**src/rtl/vagsr_pkg.sv**
```systemverilog
// package: register map, field positions, reset values and timing for the vendor alert / gpio status bank
package vagsr_pkg;

	// register offsets: printed offsets are not all multiples of four, so they are indices
	localparam logic [7:0] IDX_GP_INPUT_LEVELS     = 8'ha6;
	localparam logic [7:0] IDX_DUAL_ROLE_TOGGLE    = 8'ha7;
	localparam logic [7:0] IDX_SOURCE_SWAP_CTRL    = 8'hb1;
	localparam logic [7:0] IDX_SINK_SWAP_CTRL      = 8'hb2;
	localparam logic [7:0] IDX_VENDOR_ALERT_FLAGS  = 8'hb3;
	localparam logic [7:0] IDX_VENDOR_ALERT_ENA    = 8'hb4;
	// own registers
	localparam logic [7:0] IDX_GP_CFG              = 8'hc0;
	localparam logic [7:0] IDX_SOFT_RESET          = 8'hc1;
	localparam logic [7:0] IDX_ALERT_STATUS        = 8'hc2;
	localparam logic [7:0] IDX_ALERT_IRQ_MASK      = 8'hc3;
	localparam logic [7:0] IDX_TOGGLE_STATE        = 8'hc4;

	// reset values
	localparam logic [7:0] RST_GP_INPUT_LEVELS     = 8'h00;
	localparam logic [7:0] RST_DUAL_ROLE_TOGGLE    = 8'h00;
	localparam logic [7:0] RST_SWAP_CTRL           = 8'h00;
	localparam logic [7:0] RST_VENDOR_ALERT_FLAGS  = 8'h00;
	localparam logic [7:0] RST_VENDOR_ALERT_ENA    = 8'h7f;
	localparam logic [7:0] RST_GP_CFG              = 8'h00;
	localparam logic [1:0] RST_ALERT_IRQ_MASK      = 2'h0;

	// field positions
	localparam int POS_PIN1_LEVEL                  = 0;
	localparam int POS_PIN2_LEVEL                  = 1;
	localparam int POS_PIN1_BUF_ON                 = 0;
	localparam int POS_PIN2_BUF_ON                 = 1;
	localparam int POS_SOFTWARE_RESET              = 0;
	localparam int POS_ALERT_SWAP_RX               = 0;
	localparam int POS_ALERT_SWAP_TX               = 1;
	localparam int POS_ALERT_OVERTEMP              = 2;
	localparam int POS_ALERT_SUPPLY_DETECT         = 3;
	localparam int POS_ALERT_PIN1_CHANGE           = 4;
	localparam int POS_ALERT_PIN2_CHANGE           = 5;
	localparam int POS_ALERT_DISCHARGE_DONE        = 6;
	localparam int POS_STAT_VENDOR_ALERT           = 0;
	localparam int POS_STAT_SOFT_RESET_DONE        = 1;
	localparam int ALERT_BITS                      = 7;
	localparam logic [6:0] ALERT_DEFINED           = 7'h7f;

	// toggle dwell minimums in ms, per setting 00b..11b
	localparam int SRC_DWELL_MS_0                  = 15;
	localparam int SRC_DWELL_MS_1                  = 20;
	localparam int SRC_DWELL_MS_2                  = 25;
	localparam int SRC_DWELL_MS_3                  = 30;
	localparam int SNK_DWELL_MS_0                  = 35;
	localparam int SNK_DWELL_MS_1                  = 30;
	localparam int SNK_DWELL_MS_2                  = 25;
	localparam int SNK_DWELL_MS_3                  = 20;
	localparam int CLK_HZ                          = 20000000;
	localparam int TICK_US                         = 1000;
	// cycles per 1 ms tick, rounded up
	localparam int TICK_CYCLES                     = (CLK_HZ / 1000 * TICK_US + 999) / 1000;

	typedef enum logic [1:0] {
		VAGSR_TOG_SRC  = 2'b00,
		VAGSR_TOG_SNK  = 2'b01
	} vagsr_tog_state_t;

endpackage

```
**src/rtl/vagsr_regs.sv**
```systemverilog
// vendor alert, gpio status and toggle timing register bank behind apb
//
// Implementation choice: the APB register port.
`timescale 1ns/1ps
module vagsr_regs #(
	parameter int TICK_CYCLES = vagsr_pkg::TICK_CYCLES
) (
	input  wire logic        pclk,
	input  wire logic        presetn,
	input  wire logic        psel,
	input  wire logic        penable,
	input  wire logic        pwrite,
	input  wire logic [11:0] paddr,
	input  wire logic [31:0] pwdata,
	input  wire logic [3:0]  pstrb,
	output logic [31:0]      prdata,
	output logic             pready,
	output logic             pslverr,
	input  wire logic        pin1_in,
	input  wire logic        pin2_in,
	input  wire logic        discharge_done,
	input  wire logic        supply_detect_change,
	input  wire logic        overtemp_event,
	input  wire logic        swap_sent,
	input  wire logic        swap_request_rx,
	input  wire logic        swap_detected,
	output logic             pin1_input_buffer_on,
	output logic             pin2_input_buffer_on,
	output logic [1:0]       dual_role_toggle_timing,
	output logic             advertise_source,
	output logic             alert_irq,
	output logic             irq
);
	logic [1:0]  gp_input_levels_r;
	logic [1:0]  pin_prev_r;
	logic [1:0]  gp_cfg_r;
	logic [1:0]  toggle_r;
	logic [6:0]  flags_r;
	logic [6:0]  flags_nxt;
	logic [6:0]  enables_r;
	logic [1:0]  stat_r;
	logic [1:0]  stat_nxt;
	logic [1:0]  irq_mask_r;
	logic        soft_rst_r;
	logic        tick;
	logic        adv_src;
	logic        wr;
	logic        rd;
	logic [7:0]  idx;
	logic        hit;
	logic [6:0]  events;
	logic [7:0]  rdata8;
	logic [1:0]  pin_now;

	function automatic logic at(input logic [7:0] i, input logic [7:0] want);
		at = (i == want);
	endfunction

	assign idx     = paddr[9:2];
	assign wr      = psel && penable && pwrite && pready;
	assign rd      = psel && penable && !pwrite && pready;
	assign pin_now = {pin2_in, pin1_in};

	always_comb begin
		hit = at(idx, vagsr_pkg::IDX_GP_INPUT_LEVELS) || at(idx, vagsr_pkg::IDX_DUAL_ROLE_TOGGLE) ||
		      at(idx, vagsr_pkg::IDX_SOURCE_SWAP_CTRL) || at(idx, vagsr_pkg::IDX_SINK_SWAP_CTRL) ||
		      at(idx, vagsr_pkg::IDX_VENDOR_ALERT_FLAGS) || at(idx, vagsr_pkg::IDX_VENDOR_ALERT_ENA) ||
		      at(idx, vagsr_pkg::IDX_GP_CFG) || at(idx, vagsr_pkg::IDX_SOFT_RESET) ||
		      at(idx, vagsr_pkg::IDX_ALERT_STATUS) || at(idx, vagsr_pkg::IDX_ALERT_IRQ_MASK) ||
		      at(idx, vagsr_pkg::IDX_TOGGLE_STATE);
		hit = hit && (paddr[1:0] == 2'b00) && (paddr[11:10] == 2'b00);
	end

	vagsr_tick #(
		.TICK_CYCLES (TICK_CYCLES)
	) u_tick (
		.pclk    (pclk),
		.presetn (presetn),
		.clr     (soft_rst_r),
		.tick    (tick)
	);

	vagsr_toggle u_toggle (
		.pclk             (pclk),
		.presetn          (presetn),
		.clr              (soft_rst_r),
		.tick             (tick),
		.timing_sel       (toggle_r),
		.advertise_source (adv_src)
	);

	// one wait state: pready is low in the first access cycle, high in the second, then drops
	always_ff @(posedge pclk or negedge presetn) begin
		if (!presetn) begin
			pready <= 1'b0;
		end else begin
			pready <= psel && penable && !pready;
		end
	end

	// software reset pulse, cleared the next cycle
	always_ff @(posedge pclk or negedge presetn) begin
		if (!presetn) begin
			soft_rst_r <= 1'b0;
		end else begin
			soft_rst_r <= wr && at(idx, vagsr_pkg::IDX_SOFT_RESET) && pstrb[0] &&
			              pwdata[vagsr_pkg::POS_SOFTWARE_RESET];
		end
	end

	always_ff @(posedge pclk or negedge presetn) begin
		if (!presetn) begin
			gp_cfg_r <= vagsr_pkg::RST_GP_CFG[1:0];
		end else if (soft_rst_r) begin
			gp_cfg_r <= vagsr_pkg::RST_GP_CFG[1:0];
		end else if (wr && pstrb[0] && at(idx, vagsr_pkg::IDX_GP_CFG)) begin
			gp_cfg_r <= pwdata[1:0];
		end
	end

	always_ff @(posedge pclk or negedge presetn) begin
		if (!presetn) begin
			toggle_r <= vagsr_pkg::RST_DUAL_ROLE_TOGGLE[1:0];
		end else if (soft_rst_r) begin
			toggle_r <= vagsr_pkg::RST_DUAL_ROLE_TOGGLE[1:0];
		end else if (wr && pstrb[0] && at(idx, vagsr_pkg::IDX_DUAL_ROLE_TOGGLE)) begin
			toggle_r <= pwdata[1:0];
		end
	end

	always_ff @(posedge pclk or negedge presetn) begin
		if (!presetn) begin
			enables_r <= vagsr_pkg::RST_VENDOR_ALERT_ENA[6:0];
		end else if (soft_rst_r) begin
			enables_r <= vagsr_pkg::RST_VENDOR_ALERT_ENA[6:0];
		end else if (wr && pstrb[0] && at(idx, vagsr_pkg::IDX_VENDOR_ALERT_ENA)) begin
			enables_r <= pwdata[6:0];
		end
	end

	// pin levels held at zero while the input buffer is off
	always_ff @(posedge pclk or negedge presetn) begin
		if (!presetn) begin
			gp_input_levels_r <= vagsr_pkg::RST_GP_INPUT_LEVELS[1:0];
			pin_prev_r        <= 2'b00;
		end else if (soft_rst_r) begin
			gp_input_levels_r <= vagsr_pkg::RST_GP_INPUT_LEVELS[1:0];
			pin_prev_r        <= 2'b00;
		end else begin
			gp_input_levels_r[vagsr_pkg::POS_PIN1_LEVEL] <= gp_cfg_r[vagsr_pkg::POS_PIN1_BUF_ON] &&
			                                                pin1_in;
			gp_input_levels_r[vagsr_pkg::POS_PIN2_LEVEL] <= gp_cfg_r[vagsr_pkg::POS_PIN2_BUF_ON] &&
			                                                pin2_in;
			pin_prev_r <= pin_now & gp_cfg_r;
		end
	end

	always_comb begin
		events = 7'h00;
		events[vagsr_pkg::POS_ALERT_DISCHARGE_DONE] = discharge_done;
		events[vagsr_pkg::POS_ALERT_PIN2_CHANGE]    = gp_cfg_r[1] && (pin_now[1] != pin_prev_r[1]);
		events[vagsr_pkg::POS_ALERT_PIN1_CHANGE]    = gp_cfg_r[0] && (pin_now[0] != pin_prev_r[0]);
		events[vagsr_pkg::POS_ALERT_SUPPLY_DETECT]  = supply_detect_change;
		events[vagsr_pkg::POS_ALERT_OVERTEMP]       = overtemp_event;
		events[vagsr_pkg::POS_ALERT_SWAP_TX]        = swap_sent;
		events[vagsr_pkg::POS_ALERT_SWAP_RX]        = swap_request_rx;
	end

	// write one clears; a new event in the same cycle wins
	always_comb begin
		flags_nxt = flags_r;
		if (wr && pstrb[0] && at(idx, vagsr_pkg::IDX_VENDOR_ALERT_FLAGS)) begin
			flags_nxt = flags_r & ~pwdata[6:0];
		end
		flags_nxt = (flags_nxt | events) & vagsr_pkg::ALERT_DEFINED;
	end

	always_ff @(posedge pclk or negedge presetn) begin
		if (!presetn) begin
			flags_r <= vagsr_pkg::RST_VENDOR_ALERT_FLAGS[6:0];
		end else if (soft_rst_r) begin
			flags_r <= vagsr_pkg::RST_VENDOR_ALERT_FLAGS[6:0];
		end else begin
			flags_r <= flags_nxt;
		end
	end

	// block status: sticky, cleared by reading it; set wins
	always_comb begin
		stat_nxt = stat_r;
		if (rd && at(idx, vagsr_pkg::IDX_ALERT_STATUS)) begin
			stat_nxt = 2'b00;
		end
		if (|(flags_nxt & enables_r & ~flags_r)) begin
			stat_nxt[vagsr_pkg::POS_STAT_VENDOR_ALERT] = 1'b1;
		end
		if (soft_rst_r) begin
			stat_nxt[vagsr_pkg::POS_STAT_SOFT_RESET_DONE] = 1'b1;
		end
	end

	always_ff @(posedge pclk or negedge presetn) begin
		if (!presetn) begin
			stat_r     <= 2'b00;
			irq_mask_r <= vagsr_pkg::RST_ALERT_IRQ_MASK;
		end else begin
			stat_r <= stat_nxt;
			if (soft_rst_r) begin
				irq_mask_r <= vagsr_pkg::RST_ALERT_IRQ_MASK;
			end else if (wr && pstrb[0] && at(idx, vagsr_pkg::IDX_ALERT_IRQ_MASK)) begin
				irq_mask_r <= pwdata[1:0];
			end
		end
	end

	always_comb begin
		case (idx)
			vagsr_pkg::IDX_GP_INPUT_LEVELS:    rdata8 = {6'h00, gp_input_levels_r};
			vagsr_pkg::IDX_DUAL_ROLE_TOGGLE:   rdata8 = {6'h00, toggle_r};
			vagsr_pkg::IDX_SOURCE_SWAP_CTRL:   rdata8 = vagsr_pkg::RST_SWAP_CTRL;
			vagsr_pkg::IDX_SINK_SWAP_CTRL:     rdata8 = vagsr_pkg::RST_SWAP_CTRL;
			vagsr_pkg::IDX_VENDOR_ALERT_FLAGS: rdata8 = {1'b0, flags_r};
			vagsr_pkg::IDX_VENDOR_ALERT_ENA:   rdata8 = {1'b0, enables_r};
			vagsr_pkg::IDX_GP_CFG:             rdata8 = {6'h00, gp_cfg_r};
			vagsr_pkg::IDX_SOFT_RESET:         rdata8 = 8'h00;
			vagsr_pkg::IDX_ALERT_STATUS:       rdata8 = {6'h00, stat_r};
			vagsr_pkg::IDX_ALERT_IRQ_MASK:     rdata8 = {6'h00, irq_mask_r};
			vagsr_pkg::IDX_TOGGLE_STATE:       rdata8 = {7'h00, adv_src};
			default:                           rdata8 = 8'h00;
		endcase
	end

	always_ff @(posedge pclk or negedge presetn) begin
		if (!presetn) begin
			prdata  <= 32'h0000_0000;
			pslverr <= 1'b0;
		end else if (psel && penable && !pready) begin
			prdata  <= pwrite ? 32'h0000_0000 : {24'h00_0000, rdata8};
			pslverr <= !hit;
		end else begin
			pslverr <= 1'b0;
		end
	end

	// all outputs registered
	always_ff @(posedge pclk or negedge presetn) begin
		if (!presetn) begin
			pin1_input_buffer_on    <= 1'b0;
			pin2_input_buffer_on    <= 1'b0;
			dual_role_toggle_timing <= 2'b00;
			advertise_source        <= 1'b1;
			alert_irq               <= 1'b0;
			irq                     <= 1'b0;
		end else begin
			pin1_input_buffer_on    <= gp_cfg_r[vagsr_pkg::POS_PIN1_BUF_ON];
			pin2_input_buffer_on    <= gp_cfg_r[vagsr_pkg::POS_PIN2_BUF_ON];
			dual_role_toggle_timing <= toggle_r;
			advertise_source        <= adv_src;
			alert_irq               <= |(flags_r & enables_r);
			irq                     <= |(stat_r & irq_mask_r);
		end
	end

	// sink swap register has no storage: detection has nothing to clear
	logic unused_ok;
	assign unused_ok = swap_detected & |pwdata[31:8] & |pstrb[3:1];
endmodule

```
**src/rtl/vagsr_tick.sv**
```systemverilog
// divider producing a one-cycle tick enable every tick_cycles clocks
`timescale 1ns/1ps
module vagsr_tick #(
	parameter int TICK_CYCLES = vagsr_pkg::TICK_CYCLES
) (
	input  wire logic pclk,
	input  wire logic presetn,
	input  wire logic clr,
	output logic      tick
);
	localparam int W = $clog2(TICK_CYCLES + 1);
	logic [W-1:0] cnt_r;

	initial begin
		if (TICK_CYCLES < 1) $error("tick_cycles must be at least one");
	end

	always_ff @(posedge pclk or negedge presetn) begin
		if (!presetn) begin
			cnt_r <= '0;
			tick  <= 1'b0;
		end else if (clr) begin
			cnt_r <= '0;
			tick  <= 1'b0;
		end else if (cnt_r == W'(TICK_CYCLES - 1)) begin
			cnt_r <= '0;
			tick  <= 1'b1;
		end else begin
			cnt_r <= cnt_r + 1'b1;
			tick  <= 1'b0;
		end
	end
endmodule

```
**src/rtl/vagsr_toggle.sv**
```systemverilog
// dual role toggle timer: alternates source and sink dwell per the timing setting
`timescale 1ns/1ps
module vagsr_toggle (
	input  wire logic       pclk,
	input  wire logic       presetn,
	input  wire logic       clr,
	input  wire logic       tick,
	input  wire logic [1:0] timing_sel,
	output logic            advertise_source
);
	logic [6:0]             ms_r;
	vagsr_pkg::vagsr_tog_state_t st_r;

	function automatic logic [6:0] dwell_ms(input logic [1:0] sel, input logic src);
		case (sel)
			2'b00:   dwell_ms = src ? 7'(vagsr_pkg::SRC_DWELL_MS_0) : 7'(vagsr_pkg::SNK_DWELL_MS_0);
			2'b01:   dwell_ms = src ? 7'(vagsr_pkg::SRC_DWELL_MS_1) : 7'(vagsr_pkg::SNK_DWELL_MS_1);
			2'b10:   dwell_ms = src ? 7'(vagsr_pkg::SRC_DWELL_MS_2) : 7'(vagsr_pkg::SNK_DWELL_MS_2);
			default: dwell_ms = src ? 7'(vagsr_pkg::SRC_DWELL_MS_3) : 7'(vagsr_pkg::SNK_DWELL_MS_3);
		endcase
	endfunction

	always_ff @(posedge pclk or negedge presetn) begin
		if (!presetn) begin
			st_r <= vagsr_pkg::VAGSR_TOG_SRC;
			ms_r <= '0;
		end else if (clr) begin
			st_r <= vagsr_pkg::VAGSR_TOG_SRC;
			ms_r <= '0;
		end else if (tick) begin
			case (st_r)
				vagsr_pkg::VAGSR_TOG_SRC: begin
					if (ms_r + 7'd1 >= dwell_ms(timing_sel, 1'b1)) begin
						st_r <= vagsr_pkg::VAGSR_TOG_SNK;
						ms_r <= '0;
					end else begin
						ms_r <= ms_r + 7'd1;
					end
				end
				vagsr_pkg::VAGSR_TOG_SNK: begin
					if (ms_r + 7'd1 >= dwell_ms(timing_sel, 1'b0)) begin
						st_r <= vagsr_pkg::VAGSR_TOG_SRC;
						ms_r <= '0;
					end else begin
						ms_r <= ms_r + 7'd1;
					end
				end
				default: begin
					st_r <= vagsr_pkg::VAGSR_TOG_SRC;
					ms_r <= '0;
				end
			endcase
		end
	end

	always_ff @(posedge pclk or negedge presetn) begin
		if (!presetn) begin
			advertise_source <= 1'b1;
		end else begin
			advertise_source <= (st_r == vagsr_pkg::VAGSR_TOG_SRC);
		end
	end
endmodule

```
**config.mk**
```make
export PLATFORM = sky130hd
export DESIGN_NAME = vagsr_regs
export DESIGN_NICKNAME = d
export VERILOG_FILES = /design/src/rtl/vagsr_pkg.sv /design/src/rtl/vagsr_regs.sv /design/src/rtl/vagsr_tick.sv /design/src/rtl/vagsr_toggle.sv
export SDC_FILE = /design/constraint.sdc
export NUM_CORES = 1
export LEC_CHECK = 0
export ABC_AREA = 1
export BUFFER_PORTS_ARGS = -buffer_cell sky130_fd_sc_hd__buf_2
export CAP_MARGIN = 40
export CORE_MARGIN = 1
export CORE_UTILIZATION = 45
export DETAILED_ROUTE_END_ITERATION = 12
export GPL_TIMING_DRIVEN = 1
export HOLD_SLACK_MARGIN = 0.02
export PLACE_DENSITY = 0.75
export SETUP_SLACK_MARGIN = 0.3
export SYNTH_ARGS = -nofsm -noshare
export SYNTH_HDL_FRONTEND = slang
export SYNTH_HIERARCHICAL = 1
export SYNTH_SLANG_ARGS = --single-unit
```
**constraint.sdc**
```tcl
create_clock -name pclk -period 2.15 [get_ports pclk]
set_input_delay 0.3225 -clock pclk [delete_from_list [all_inputs] [get_ports pclk]]
set_output_delay 0.3225 -clock pclk [all_outputs]
set_load 0.05 [all_outputs]
```
; Word level (Yosys, flattened, before mapping)
; Cells that the tools add are included.
[totals]
output_inout_bits = 41
ff_bits = 94
in_bits = 61
elab_cells = 146
[classes]
bitwise_logic = 9
magnitude_cmp = 2
add_sub_neg = 2
eq_ne = 19
n_reduce_logical = 50
mux = 40
[op_table]
columns = op, n
row1 = 2-to-1 mux 7 bit, 14
row2 = == test 8 bit (second input constant), 11
row3 = one-hot mux 7 bit (8 select lines), 1
row4 = 2-to-1 mux 15 bit, 2
row5 = bitwise AND 7 bit, 4
row6 = 2-to-1 mux 2 bit, 13
row7 = logical AND 1 bit, 22
row8 = one-hot mux 6 bit (3 select lines), 1
row9 = adder 15 x 1 -> 15 bit (second input constant), 1
row10 = == test 15 bit (second input constant), 1
row11 = one-hot mux 5 bit (3 select lines), 1
row12 = >= comparator 7 bit, 2
row13 = inverter 7 bit, 2
row14 = one-hot mux 7 bit (2 select lines), 1
row15 = nonzero test 2 bit, 7
row16 = OR reduction 7 bit, 2
row17 = logical OR 1 bit, 10
row18 = logical NOT 2 bit, 4
row19 = 2-to-1 mux 8 bit, 1
row20 = adder 7 x 1 -> 7 bit (second input constant), 1
row21 = bitwise OR 7 bit, 1
row22 = inequality test 3 x 2 -> 1 bit (second input constant), 2
row23 = 2-to-1 mux 1 bit, 5
row24 = bitwise AND 2 bit, 2
row25 = other kinds (7), 11

; Depth between registers and ports, before layout
; Gate-level depths: netlist of the first run.
[logic_depth]
depth_word = 15
depth_mapped = 15

; Hierarchy
; Netlist of the first run, hierarchy kept.
[modules_own_cells]
columns = mod, area_each_um2, n_inst, cells_per_inst
row1 = vagsr_regs, 2371.0, 1, 304
row2 = vagsr_tick, 872.1, 1, 120
row3 = vagsr_toggle, 810.8, 1, 106

; Worst setup path before layout of the first run
; OpenSTA, ideal clock, no wires.
[synth_path]
kind = reg-to-reg
from = register u_toggle.ms_r[0]
to = register u_toggle.ms_r[0]
arrival_ns = 1.739
path_stages_with_launch = 12
slack_ns = 0.294
t_required_ns = 2.032
path_cell_list = dfrtp_1 > ha_1 > nand3_2 > xor2_1 > inv_1 > ha_1 > nand3_1 > o21bai_2 > nand2_2 > nand2_2 > nand3b_1 > nand2_1
[synth_via]
elab_chain_len = 6
word_cells_on_any_way = 8
[synth_lines]
columns = item, line_no
row1 = start: declaration, vagsr_toggle.sv:11  ; logic [6:0] ms_r;
row2 = start signal: assignment, vagsr_toggle.sv:37  ; ms_r <= ms_r + 7'd1;
row3 = start signal: assignment, vagsr_toggle.sv:45  ; ms_r <= ms_r + 7'd1;
row4 = adder 7 x 1 -> 7 bit (*), --
row5 = ">= comparator 7 bit, on equally long branches", "vagsr_toggle.sv:41, vagsr_toggle.sv:33"
row6 = "2-to-1 mux 7 bit, on equally long branches", "vagsr_toggle.sv:41, vagsr_toggle.sv:33"
row7 = one-hot mux 7 bit (2 select lines) (*), vagsr_toggle.sv:31  ; case (st_r)
row8 = 2-to-1 mux 7 bit (*), vagsr_toggle.sv:30  ; end else if (tick) begin
row9 = 2-to-1 mux 7 bit (*), vagsr_toggle.sv:27  ; end else if (clr) begin
; Every way passes the cells marked *; elsewhere a longest branch is shown, timed or not. The select of a mux whose other input is x is not followed.
; A chain may end at the register's enable or synchronous reset.

; Worst setup path after layout of the first run
; Same ends and word-level chain as after synthesis.

==> out/metrics.json, run 1 <==
{
  "cells_and_area": {
    "finish.net_count": 676,
    "layout-drive-gt1-share_pct": 26.3,
    "antennaDiodeCount": 0,
    "multi_input_comb_area_sq_um": 2190,
    "final.fill_count": 794,
    "register_area_sq_um": 1670,
    "layout-area-overhead-vs-synth_pct": 19.5,
    "finalInstanceArea_sq_um": 4850
  },
  "routing": {
    "post_drt_via_cell_ratio": 4.96,
    "avgRoutedWirePerCell_um": 12.5,
    "postRouteWirelength_um": 8900,
    "vias": 3531,
    "first_iter_violations": 146,
    "drt_pass1_iterations": 4,
    "drt.antenna.violating_nets": 0,
    "post-route-drc-count": 0
  },
  "synth": {
    "synthFlopType": "dfrtp_1",
    "async_sr_flop_fraction_pct": 100,
    "synth-edff-count": 0,
    "yosysTopAreaCellShare_pct": 35.2,
    "ys_ff_latch": 66,
    "yosysTopAreaCell": "dfrtp_1",
    "ys.warnings.count": 6,
    "mean_syn_cell_area_sq_um": 7.65,
    "synth_area_sq_um": 4050,
    "ys_seq_area_share_pct": 41.0,
    "unique_cell_type_count_in_the_yosys_netlist": 36,
    "synth_cells": 530,
    "synth.area.top_cells": "dfrtp_1 35%, nand2_1 12%, inv_1 6.2%"
  },
  "floorplanning": {
    "floorplan.die_area_sq_um": 9390,
    "fp-row-count": 34,
    "floorplan.initialDensity_pct": 46.5,
    "die_width_um": 96.9,
    "floorplan.io_pins": 102,
    "die_height_um": 96.9,
    "fp.coreArea_sq_um": 8720
  },
  "global_route": {
    "antenna_violations_before_repair": 0,
    "globalRouteOverflowTotal": 0,
    "grt_pass1_vias": 3422,
    "first_pass_grt_wire_length_um": 15200,
    "grt_start_max_net_pins": 67,
    "track_usage_pct": 19.8
  },
  "clock_network": {
    "cts_tree": "done",
    "numCtsBuffers": 9,
    "h-tree-depth": 3,
    "max-clock-path-buffers": 2,
    "numClockSinks": 66,
    "clk_pin_slew_ns": 0.08,
    "cts-root-buf": "clkbuf_8",
    "insertion_delay_ns": 0.35
  },
  "timing": {
    "time_the_final_worst_path_needs_with_i_o_delays_and_setup_ns": 1.93,
    "report.final.slew_viol_count": 0,
    "max-slew-margin-rel_pct": 62.9,
    "rsz0062_at_grt": "true",
    "final.setup.tns_ns": 0,
    "fmax_mhz": 519,
    "timing.final.crit_share_pct": 89.6,
    "tightestPinTransition_ns": 0.554,
    "setup-violations-final": 0,
    "timing.final.hold_violations": 0,
    "fin_skew_ns": 0.0115
  },
  "power_and_ir_drop": {
    "total_power_mw": 2.82,
    "power.share.clock_pct": 39.8,
    "internal_power_mw": 2.04,
    "pwr-share-seq_pct": 47.9,
    "cellLeakagePower_nw": 2.51,
    "p_per_area_nw_per_um2": 581,
    "power.switching_uw": 783,
    "comb_power_share_pct": 12.3,
    "switching_share_pct": 27.8,
    "ir_drop_mv": 0.436
  },
  "outcome": {
    "run_status": "completed"
  },
  "flow_run": {
    "max_cap_violations": 0
  },
  "worst_setup_path": {
    "crit_type": "reg2reg",
    "worst_path_dominant_cell_family": "adder cells",
    "critical_path_fanouts_max": 5,
    "library_cell_contributing_the_largest_single_delay_on_the_critical_path": "dfrtp_2",
    "category_of_the_worst_setup_path_launch_point": "flip-flop",
    "critPathCaptureType": "flip-flop",
    "critPathRequiredTime_ns": 2.38,
    "cp.buffers_inverters": 1,
    "worstPathCellList": "ha_4 > nand3_4 > xor2_1 > inv_1 > ha_4 > nand3_2 > o21bai_4 > nand2_4 > nand2_4 > nand3b_1 > nand2_1",
    "crit_path_max_incr_delay_ns": 0.45,
    "critical_path_arrival_ns": 2.16
  },
  "placed_design": {
    "post-dp-hpwl_um": 6420,
    "gp_congestion": 0.900,
    "dpl-instance-area_sq_um": 4330,
    "buffer_ports.inserted": 47
  },
  "hold_path": {
    "hold_path.class": "in2reg"
  }
}
## synth_stat cells (2+ instances only)
library cell,count
nand2_1,129
o22ai_1,6
nand2_4,2
dfstp_2,9
o21ai_0,22
nand4_1,5
nand3_1,44
nor3_1,6
o21ai_2,6
ha_1,16
o21ai_1,2
nor2_1,63
inv_1,67
xor2_1,7
nor4_1,2
dfrtp_1,57
buf_4,26
nor2_2,10
nand3b_1,2
inv_2,3
clkbuf_1,2
nor2_4,4
o21bai_1,3
nand2_2,11
nand3_2,3
a21oi_1,13
## stage by stage
| stage | worst slack (ns) | std cells | util (%) | hold WS [ns] |
|---|---|---|---|---|
| 2_1_floorplan | 0.330 | 554 | - | 0.0269 |
| 3_3_place_gp | 0.201 | 682 | 49.7 | 0.364 |
| 3_5_place_dp | 0.114 | 682 | 49.7 | 0.364 |
| 4_1_cts | 0.274 | 710 | 54.9 | 0.182 |
| 5_1_grt | 0.128 | 712 | 55.6 | 0.192 |
| 6_report | 0.225 | 712 | 55.6 | 0.196 |
## routing by layer
layer  track usage [%]  vias to the layer above  routed length (um)
met2              33.8                       86                4520
met4              6.54                        0                 117
met5                 0                        -                   0
met1              24.8                     1668                3930
li1                  -                     1767                   -
met3              4.48                       10                 329
## power by group through the flow
| stage | sequential [mW] | clock, mW | combinational, mW |
|---|---|---|---|
| after floorplan | 1.37 | 0 | 0.267 |
| final | 1.35 | 1.12 | 0.346 |
| after CTS | 1.35 | 1.15 | 0.347 |
| after global routing | 1.36 | 1.20 | 0.380 |
| after detailed placement | 1.37 | 0 | 0.343 |
| after global placement | 1.37 | 0 | 0.335 |
## worst min-delay path: cells and delay by family
| kind | cells | cell delay (ns) |
|---|---|---|
| AND/OR/NAND/NOR | 2 | 0.08 |
| buffers and inverters | 1 | 0.11 |
## worst paths after layout
check                                     startpoint  depth (start not counted)                    to  slack, ns
setup / recovery                    u_toggle/ms_r[0]                         11      u_toggle/ms_r[0]       0.22
hold / removal                               pin2_in                          3  gp_input_levels_r[1]       0.20
setup reg to reg                    u_toggle/ms_r[0]                         11      u_toggle/ms_r[0]       0.22
hold reg to reg            u_toggle/advertise_source                          0      advertise_source       0.37
max in group asynchronous                    presetn                          3          enables_r[4]       1.29
min in group asynchronous                    presetn                          3         irq_mask_r[0]       0.49
## cell families (layout without fill, tap and decap cells)
kind of cell	Yosys count	in the layout	share of synthesized area, %
buf+inv	100	150	11.9
xor+xnor	7	7	1.51
compound gates	58	58	9.01
fa+ha+maj	16	16	4.94
flops	66	66	41.0
simple gates	282	282	31.5
other cells	1	25	0.0925
## cell type report
type,count,share of cell area [%]
multi-input combinational,388,45.2
sequential,66,34.4
timing repair buffer,64,7.80
inverter,70,5.47
tap,108,2.79
clock buffer,11,2.71
clock inverter,5,1.63
## state kept, by name, indices dropped and copies added (netlist names), 7 cells and up
register and count:
enables_r 7, flags_r 7, u_toggle/ms_r 7, u_tick/cnt_r 15
prdata 7
## cell usage in the layout, fill, tap and decap left out, drive strengths merged
cell | netlist | routed
nor3 | 6 | 6
nand2 | 142 | 142
inv | 70 | 70
clkbuf | 2 | 11
dfrtp | 57 | 57
o22ai | 6 | 6
nand4 | 5 | 5
bufinv | 0 | 2
a21o | 1 | 1
conb | 1 | 25
nand3b | 2 | 2
dfstp | 9 | 9
o21ai | 31 | 31
buf | 28 | 63
o211ai | 1 | 1
xor2 | 7 | 7
dlygate4sd3 | 0 | 1
nor4 | 2 | 2
ha | 16 | 16
a21oi | 15 | 15
o21bai | 4 | 4
nor2 | 78 | 78
nand3 | 47 | 47
clkinv | 0 | 3
## timing repair
item / CTS / global route
setup endpoints to repair: 7 / 7
hold endpoints to repair: 57 / 0
gates resized for setup: 27 / 11
setup buffers: 11 / 2
pin swaps: 14 / 9
hold buffers: 1 / 0
Power figures use the tool's default switching activity.
==> run 2, diff against run 1 <==
--- a/config.mk
+++ b/config.mk
@@ -10,6 +10,7 @@
 export CAP_MARGIN = 40
 export CORE_MARGIN = 1
 export CORE_UTILIZATION = 45
+export CTS_BUF_LIST = sky130_fd_sc_hd__clkbuf_2 sky130_fd_sc_hd__clkbuf_4 sky130_fd_sc_hd__clkbuf_8
 export DETAILED_ROUTE_END_ITERATION = 12
 export GPL_TIMING_DRIVEN = 1
 export HOLD_SLACK_MARGIN = 0.02
==> run 2 against run 1 <==
  * Global-route usage did not move
  * Clock power barely moved
  * Power rose by 0.93%
  * Clock skew fell by 0.00071 ns
  * First-iteration DRC count rose by 5.5%
  * Critical endpoint unchanged
  * Wire length barely moved
  * Die area did not move
  * Maximum frequency barely moved
==> out/metrics.json, run 2 (synthesis results as in run 1) <==
{
  "worst_setup_path": {
    "timing.reg2reg.setup_slack_ns": 0.22,
    "critPathRequiredTime_ns": 2.38,
    "critPathCaptureType": "flip-flop",
    "library_cell_contributing_the_largest_single_delay_on_the_critical_path": "dfrtp_2",
    "worst_path_dominant_cell_family": "adder cells",
    "cp.depth": 11,
    "crit_type": "reg2reg",
    "critical_path_arrival_ns": 2.16,
    "critical_path.reg2reg.startpoint": "u_toggle/ms_r[0]",
    "cp-startpoint": "u_toggle/ms_r[0]",
    "reg2reg_to": "u_toggle/ms_r[0]",
    "crit_path_max_incr_delay_ns": 0.45,
    "cp.buffers_inverters": 1,
    "r2r.worst_path.cells": 11,
    "critical_path_fanouts_max": 5,
    "worstPathCellList": "ha_4 > nand3_4 > xor2_1 > inv_1 > ha_4 > nand3_2 > o21bai_4 > nand2_4 > nand2_4 > nand3b_1 > nand2_1",
    "category_of_the_worst_setup_path_launch_point": "flip-flop"
  },
  "floorplanning": {
    "floorplan.io_pins": 102,
    "floorplan.initialDensity_pct": 46.5,
    "die_width_um": 96.9,
    "die_height_um": 96.9,
    "fp-row-count": 34,
    "floorplan.die_area_sq_um": 9390,
    "fp.coreArea_sq_um": 8720
  },
  "timing": {
    "timing.final.hold_violations": 0,
    "setup-violations-final": 0,
    "report.final.slew_viol_count": 0,
    "timing.final.crit_share_pct": 89.6,
    "final.setup.tns_ns": 0,
    "max-slew-margin-rel_pct": 62.8,
    "fmax_mhz": 519,
    "tightestPinTransition_ns": 0.556,
    "fin_skew_ns": 0.0108,
    "worst_slack_ns": 0.224,
    "time_the_final_worst_path_needs_with_i_o_delays_and_setup_ns": 1.93,
    "rsz0062_at_grt": "true"
  },
  "hold_path": {
    "hold_end": "gp_input_levels_r[1]",
    "hold_path.class": "in2reg",
    "hold_path_startpoint": "pin2_in",
    "holdPathStages": 3
  },
  "routing": {
    "post_drt_via_cell_ratio": 4.96,
    "drt.antenna.violating_nets": 0,
    "drt_pass1_iterations": 4,
    "postRouteWirelength_um": 8900,
    "first_iter_violations": 154,
    "vias": 3534,
    "post-route-drc-count": 0,
    "avgRoutedWirePerCell_um": 12.5
  },
  "power_and_ir_drop": {
    "cellLeakagePower_nw": 2.52,
    "total_power_mw": 2.84,
    "ir_drop_mv": 0.435,
    "p_per_area_nw_per_um2": 586
  },
  "cells_and_area": {
    "antennaDiodeCount": 0,
    "finish.net_count": 676,
    "layout_common_cells": "125 x nand2_1, 64 x inv_1, 61 x nor2_1, 53 x dfrtp_1, 47 x buf_2",
    "layout-area-overhead-vs-synth_pct": 19.7,
    "max_flop_register": "u_tick/cnt_r",
    "mostFrequentLayoutCell": "nand2_1",
    "largest_register_ffs": 15,
    "layout-drive-gt1-share_pct": 26.7
  },
  "clock_network": {
    "insertion_delay_ns": 0.34,
    "h-tree-depth": 3,
    "cts_tree": "done",
    "numCtsBuffers": 9,
    "cts-root-buf": "clkbuf_8",
    "max-clock-path-buffers": 2,
    "numClockSinks": 66,
    "clk_pin_slew_ns": 0.08
  },
  "flow_run": {
    "max_cap_violations": 0
  },
  "global_route": {
    "grt_pass1_vias": 3422,
    "grt_start_max_net_pins": 67,
    "first_pass_grt_wire_length_um": 15200,
    "globalRouteOverflowTotal": 0,
    "antenna_violations_before_repair": 0,
    "track_usage_pct": 19.8
  },
  "placed_design": {
    "gp_congestion": 0.900,
    "dp_slack_ns": 0.114,
    "post-dp-hpwl_um": 6420,
    "buffer_ports.inserted": 47
  },
  "outcome": {
    "run_status": "completed"
  }
}
## run 2: cell counts in the layout (fill, tap and decap cells not counted)
No cell type changed its count.
## run 2: layer usage
layer,wire length (um),GRT usage [%],vias to the layer above
met2,4510,33.8,95
met3,397,4.48,8
li1,-,-,1767
met1,3880,24.8,1664
met5,0,0,-
met4,104,6.54,0
## run 2: timing repair
item,in CTS,in global routing
setup buffers,11,2
gates resized for setup,27,11
endpoints found under the setup margin,7,7
hold buffers,1,0
hold endpoints to repair,57,0
pin swaps,14,9
## run 2: cell type report
class / instances / area [sq um]
timing repair buffer: 64 / 378
tap: 108 / 135
sequential: 66 / 1670
clock buffer: 11 / 139
inverter: 70 / 265
multi-input combinational: 388 / 2190
clock inverter: 5 / 78.8
fill: 793 / 3870
## run 2: worst max-delay path by stage
stage / slack (ns) / end
4_1_cts: 0.27 / u_toggle/ms_r[0]
3_5_place_dp: 0.11 / u_toggle/ms_r[0]
5_1_grt: 0.13 / u_toggle/ms_r[0]
6_report: 0.22 / u_toggle/ms_r[0]
3_3_place_gp: 0.20 / u_toggle/ms_r[0]
2_1_floorplan: 0.33 / u_toggle/ms_r[0]
## run 2: stage by stage
step	utilization [%]	cells	cell area (sq um)	hold WS, ns
after global routing	55.7	712	4850	0.191
after floorplan	-	554	4150	0.0269
after detailed placement	49.7	682	4330	0.364
after global placement	49.7	682	4330	0.364
final	55.7	712	4850	0.196
after CTS	55.0	710	4790	0.182
## run 2: worst min-delay path: cells and delay by family
kind          cells  cell delay, ns
simple gates      2            0.08
buf+inv           1            0.11
## run 2: power by group
part           internal [mW]  switching, mW
logic                 0.0853          0.261
clock network          0.677          0.472
registers               1.30         0.0513
==> run 3, diff against run 2 <==
--- a/config.mk
+++ b/config.mk
@@ -8,9 +8,9 @@
 export ABC_AREA = 1
 export BUFFER_PORTS_ARGS = -buffer_cell sky130_fd_sc_hd__buf_2
 export CAP_MARGIN = 40
-export CORE_MARGIN = 1
+export CORE_MARGIN = 3
 export CORE_UTILIZATION = 45
-export CTS_BUF_LIST = sky130_fd_sc_hd__clkbuf_2 sky130_fd_sc_hd__clkbuf_4 sky130_fd_sc_hd__clkbuf_8
+export CTS_BUF_LIST = sky130_fd_sc_hd__clkbuf_8
 export DETAILED_ROUTE_END_ITERATION = 12
 export GPL_TIMING_DRIVEN = 1
 export HOLD_SLACK_MARGIN = 0.02
==> run 3 against run 2 <==
  * Non-clock buffer count decreased by 3
  * Hold slack got worse by 0.0019 ns
  * First-iteration DRC count increased by 17%
  * Cell count decreased by 0.84%
  * Die area increased by 8.4%
  * Sequential share of layout area increased by 0.74 points
  * Clock-buffer cell count increased by 1
  * Maximum frequency increased by 0.50%
  * Global-route usage decreased by 0.95 points
  * Critical path depth unchanged
  * Flip-flop and latch count unchanged
  * Critical path type unchanged
  * Register-to-register slack about the same
==> out/metrics.json, run 3 (synthesis results as in run 1) <==
{
  "outcome": {
    "run_status": "completed"
  },
  "worst_setup_path": {
    "timing.reg2reg.setup_slack_ns": 0.23,
    "crit_type": "reg2reg",
    "critPathRequiredTime_ns": 2.39,
    "library_cell_contributing_the_largest_single_delay_on_the_critical_path": "dfrtp_2",
    "r2r.worst_path.cells": 11,
    "crit_path_max_incr_delay_ns": 0.45,
    "critical_path_fanouts_max": 5,
    "critical_path_arrival_ns": 2.15,
    "critical_path.reg2reg.startpoint": "u_toggle/ms_r[0]",
    "reg2reg_to": "u_toggle/ms_r[3]",
    "category_of_the_worst_setup_path_launch_point": "flip-flop",
    "critPathCaptureType": "flip-flop",
    "worstPathCellList": "ha_4 > nand3_4 > xor2_1 > inv_1 > ha_4 > nand3_2 > o21bai_4 > nand2_4 > nand2_4 > nand3_1 > nand2_1"
  },
  "cells_and_area": {
    "layout_common_cells": "126 x nand2_1, 66 x inv_1, 63 x nor2_1, 53 x dfrtp_1, 47 x buf_2",
    "largest_register_ffs": 15,
    "max_flop_register": "u_tick/cnt_r",
    "layout-area-overhead-vs-synth_pct": 17.2,
    "antennaDiodeCount": 0,
    "layout-drive-gt1-share_pct": 24.6,
    "mostFrequentLayoutCell": "nand2_1",
    "finish.net_count": 673
  },
  "power_and_ir_drop": {
    "cellLeakagePower_nw": 2.51,
    "p_per_area_nw_per_um2": 590,
    "ir_drop_mv": 0.351
  },
  "global_route": {
    "grt_pass1_vias": 3386,
    "antenna_violations_before_repair": 1,
    "grt_start_max_net_pins": 67,
    "track_usage_pct": 18.9,
    "first_pass_grt_wire_length_um": 15500,
    "globalRouteOverflowTotal": 0
  },
  "clock_network": {
    "h-tree-depth": 3,
    "numCtsBuffers": 9,
    "max-clock-path-buffers": 2,
    "insertion_delay_ns": 0.34,
    "cts-root-buf": "clkbuf_8",
    "cts_tree": "done",
    "numClockSinks": 66,
    "clk_pin_slew_ns": 0.08
  },
  "routing": {
    "first_iter_violations": 180,
    "post_drt_via_cell_ratio": 4.91,
    "drt_pass1_iterations": 5,
    "vias": 3465,
    "avgRoutedWirePerCell_um": 12.8,
    "drt.antenna.violating_nets": 0,
    "post-route-drc-count": 0,
    "postRouteWirelength_um": 9010
  },
  "timing": {
    "final.setup.tns_ns": 0,
    "timing.final.hold_violations": 0,
    "time_the_final_worst_path_needs_with_i_o_delays_and_setup_ns": 1.92,
    "worst_slack_ns": 0.233,
    "fmax_mhz": 522,
    "fin_skew_ns": 0.0103,
    "setup-violations-final": 0,
    "max-slew-margin-rel_pct": 61.2,
    "tightestPinTransition_ns": 0.580,
    "report.final.slew_viol_count": 0,
    "rsz0062_at_grt": "true",
    "timing.final.crit_share_pct": 89.1
  },
  "floorplanning": {
    "fp-row-count": 33,
    "fp.coreArea_sq_um": 8460,
    "die_height_um": 101,
    "floorplan.io_pins": 102,
    "floorplan.initialDensity_pct": 47.9,
    "floorplan.die_area_sq_um": 10200,
    "die_width_um": 101
  },
  "hold_path": {
    "hold_path_startpoint": "pwdata[5]",
    "hold_path.class": "in2reg",
    "holdPathStages": 3,
    "hold_end": "enables_r[5]"
  },
  "placed_design": {
    "post-dp-hpwl_um": 6520,
    "gp_congestion": 0.910,
    "dp_slack_ns": 0.147,
    "buffer_ports.inserted": 47
  },
  "flow_run": {
    "max_cap_violations": 0
  }
}
[run 3: cell types whose count changed in the layout (fill, tap and decap cells not counted), moves of 2 or more]
cell,previous run,this run
ha_4,8,4
clkinv_2,2,0
inv_1,64,66
clkbuf_8,9,12
buf_4,15,12
clkbuf_4,2,0
nor2_1,61,63
ha_1,7,11
[run 3: layout make-up]
cell class,instances,area [sq um]
clock inverter,4,50.0
tap,105,131
inverter,70,263
clock buffer,12,165
timing repair buffer,61,355
sequential,66,1670
fill,768,3710
multi-input combinational,388,2120
[run 3: metal layers]
| layer | GRT usage, % | share of wire, % |
|---|---|---|
| met1 | 24.1 | 43 |
| met3 | 5.12 | 5.5 |
| met2 | 32.1 | 50 |
| met4 | 4.19 | 1.0 |
| met5 | 0 | 0.14 |
[run 3: through the flow]
step	utilization (%)	cells	hold slack, ns	power, mW	cell area (sq um)
after detailed placement	51.1	678	0.370	1.71	4320
after floorplan	-	554	0.0269	1.64	4150
final	56.1	706	0.194	2.80	4750
after global placement	51.1	678	0.365	1.70	4320
after CTS	55.9	705	0.176	2.83	4740
after global routing	56.1	706	0.181	2.94	4750
[run 3: repair_timing]
item / CTS / global route
setup endpoints to repair: 7 / 7
hold endpoints to repair: 57 / 0
hold buffers: 1 / 0
gates resized for setup: 22 / 3
buffers inserted: 10 / 1
pin swaps: 9 / 6
[run 3: how the worst max path moves through the flow]
stage	depth (start not counted)	to	start	slack, ns
after floorplan	11	u_toggle/ms_r[0]	u_toggle/ms_r[0]	0.33
after global placement	14	u_toggle/ms_r[0]	toggle_r[0]	0.18
after detailed placement	14	u_toggle/ms_r[2]	toggle_r[0]	0.15
after CTS	11	u_toggle/ms_r[5]	u_toggle/ms_r[1]	0.29
after global routing	12	u_toggle/ms_r[2]	u_toggle/ms_r[0]	0.13
final	11	u_toggle/ms_r[3]	u_toggle/ms_r[0]	0.23
[run 3: worst max-delay path, delay by kind of cell (launching register included)]
kind,cells,cell delay (ns)
simple gates,6,0.49
fa+ha+maj,2,0.47
flops,1,0.45
compound gates,1,0.17
xor+xnor,1,0.14
buf+inv,1,0.09
[run 3: report_power, final]
group	total, mW	leakage [nW]	internal (mW)	switching [mW]
Combinational	0.348	1.59	0.0847	0.263
Clock	1.11	0.110	0.629	0.482
Sequential	1.35	0.812	1.30	0.0487
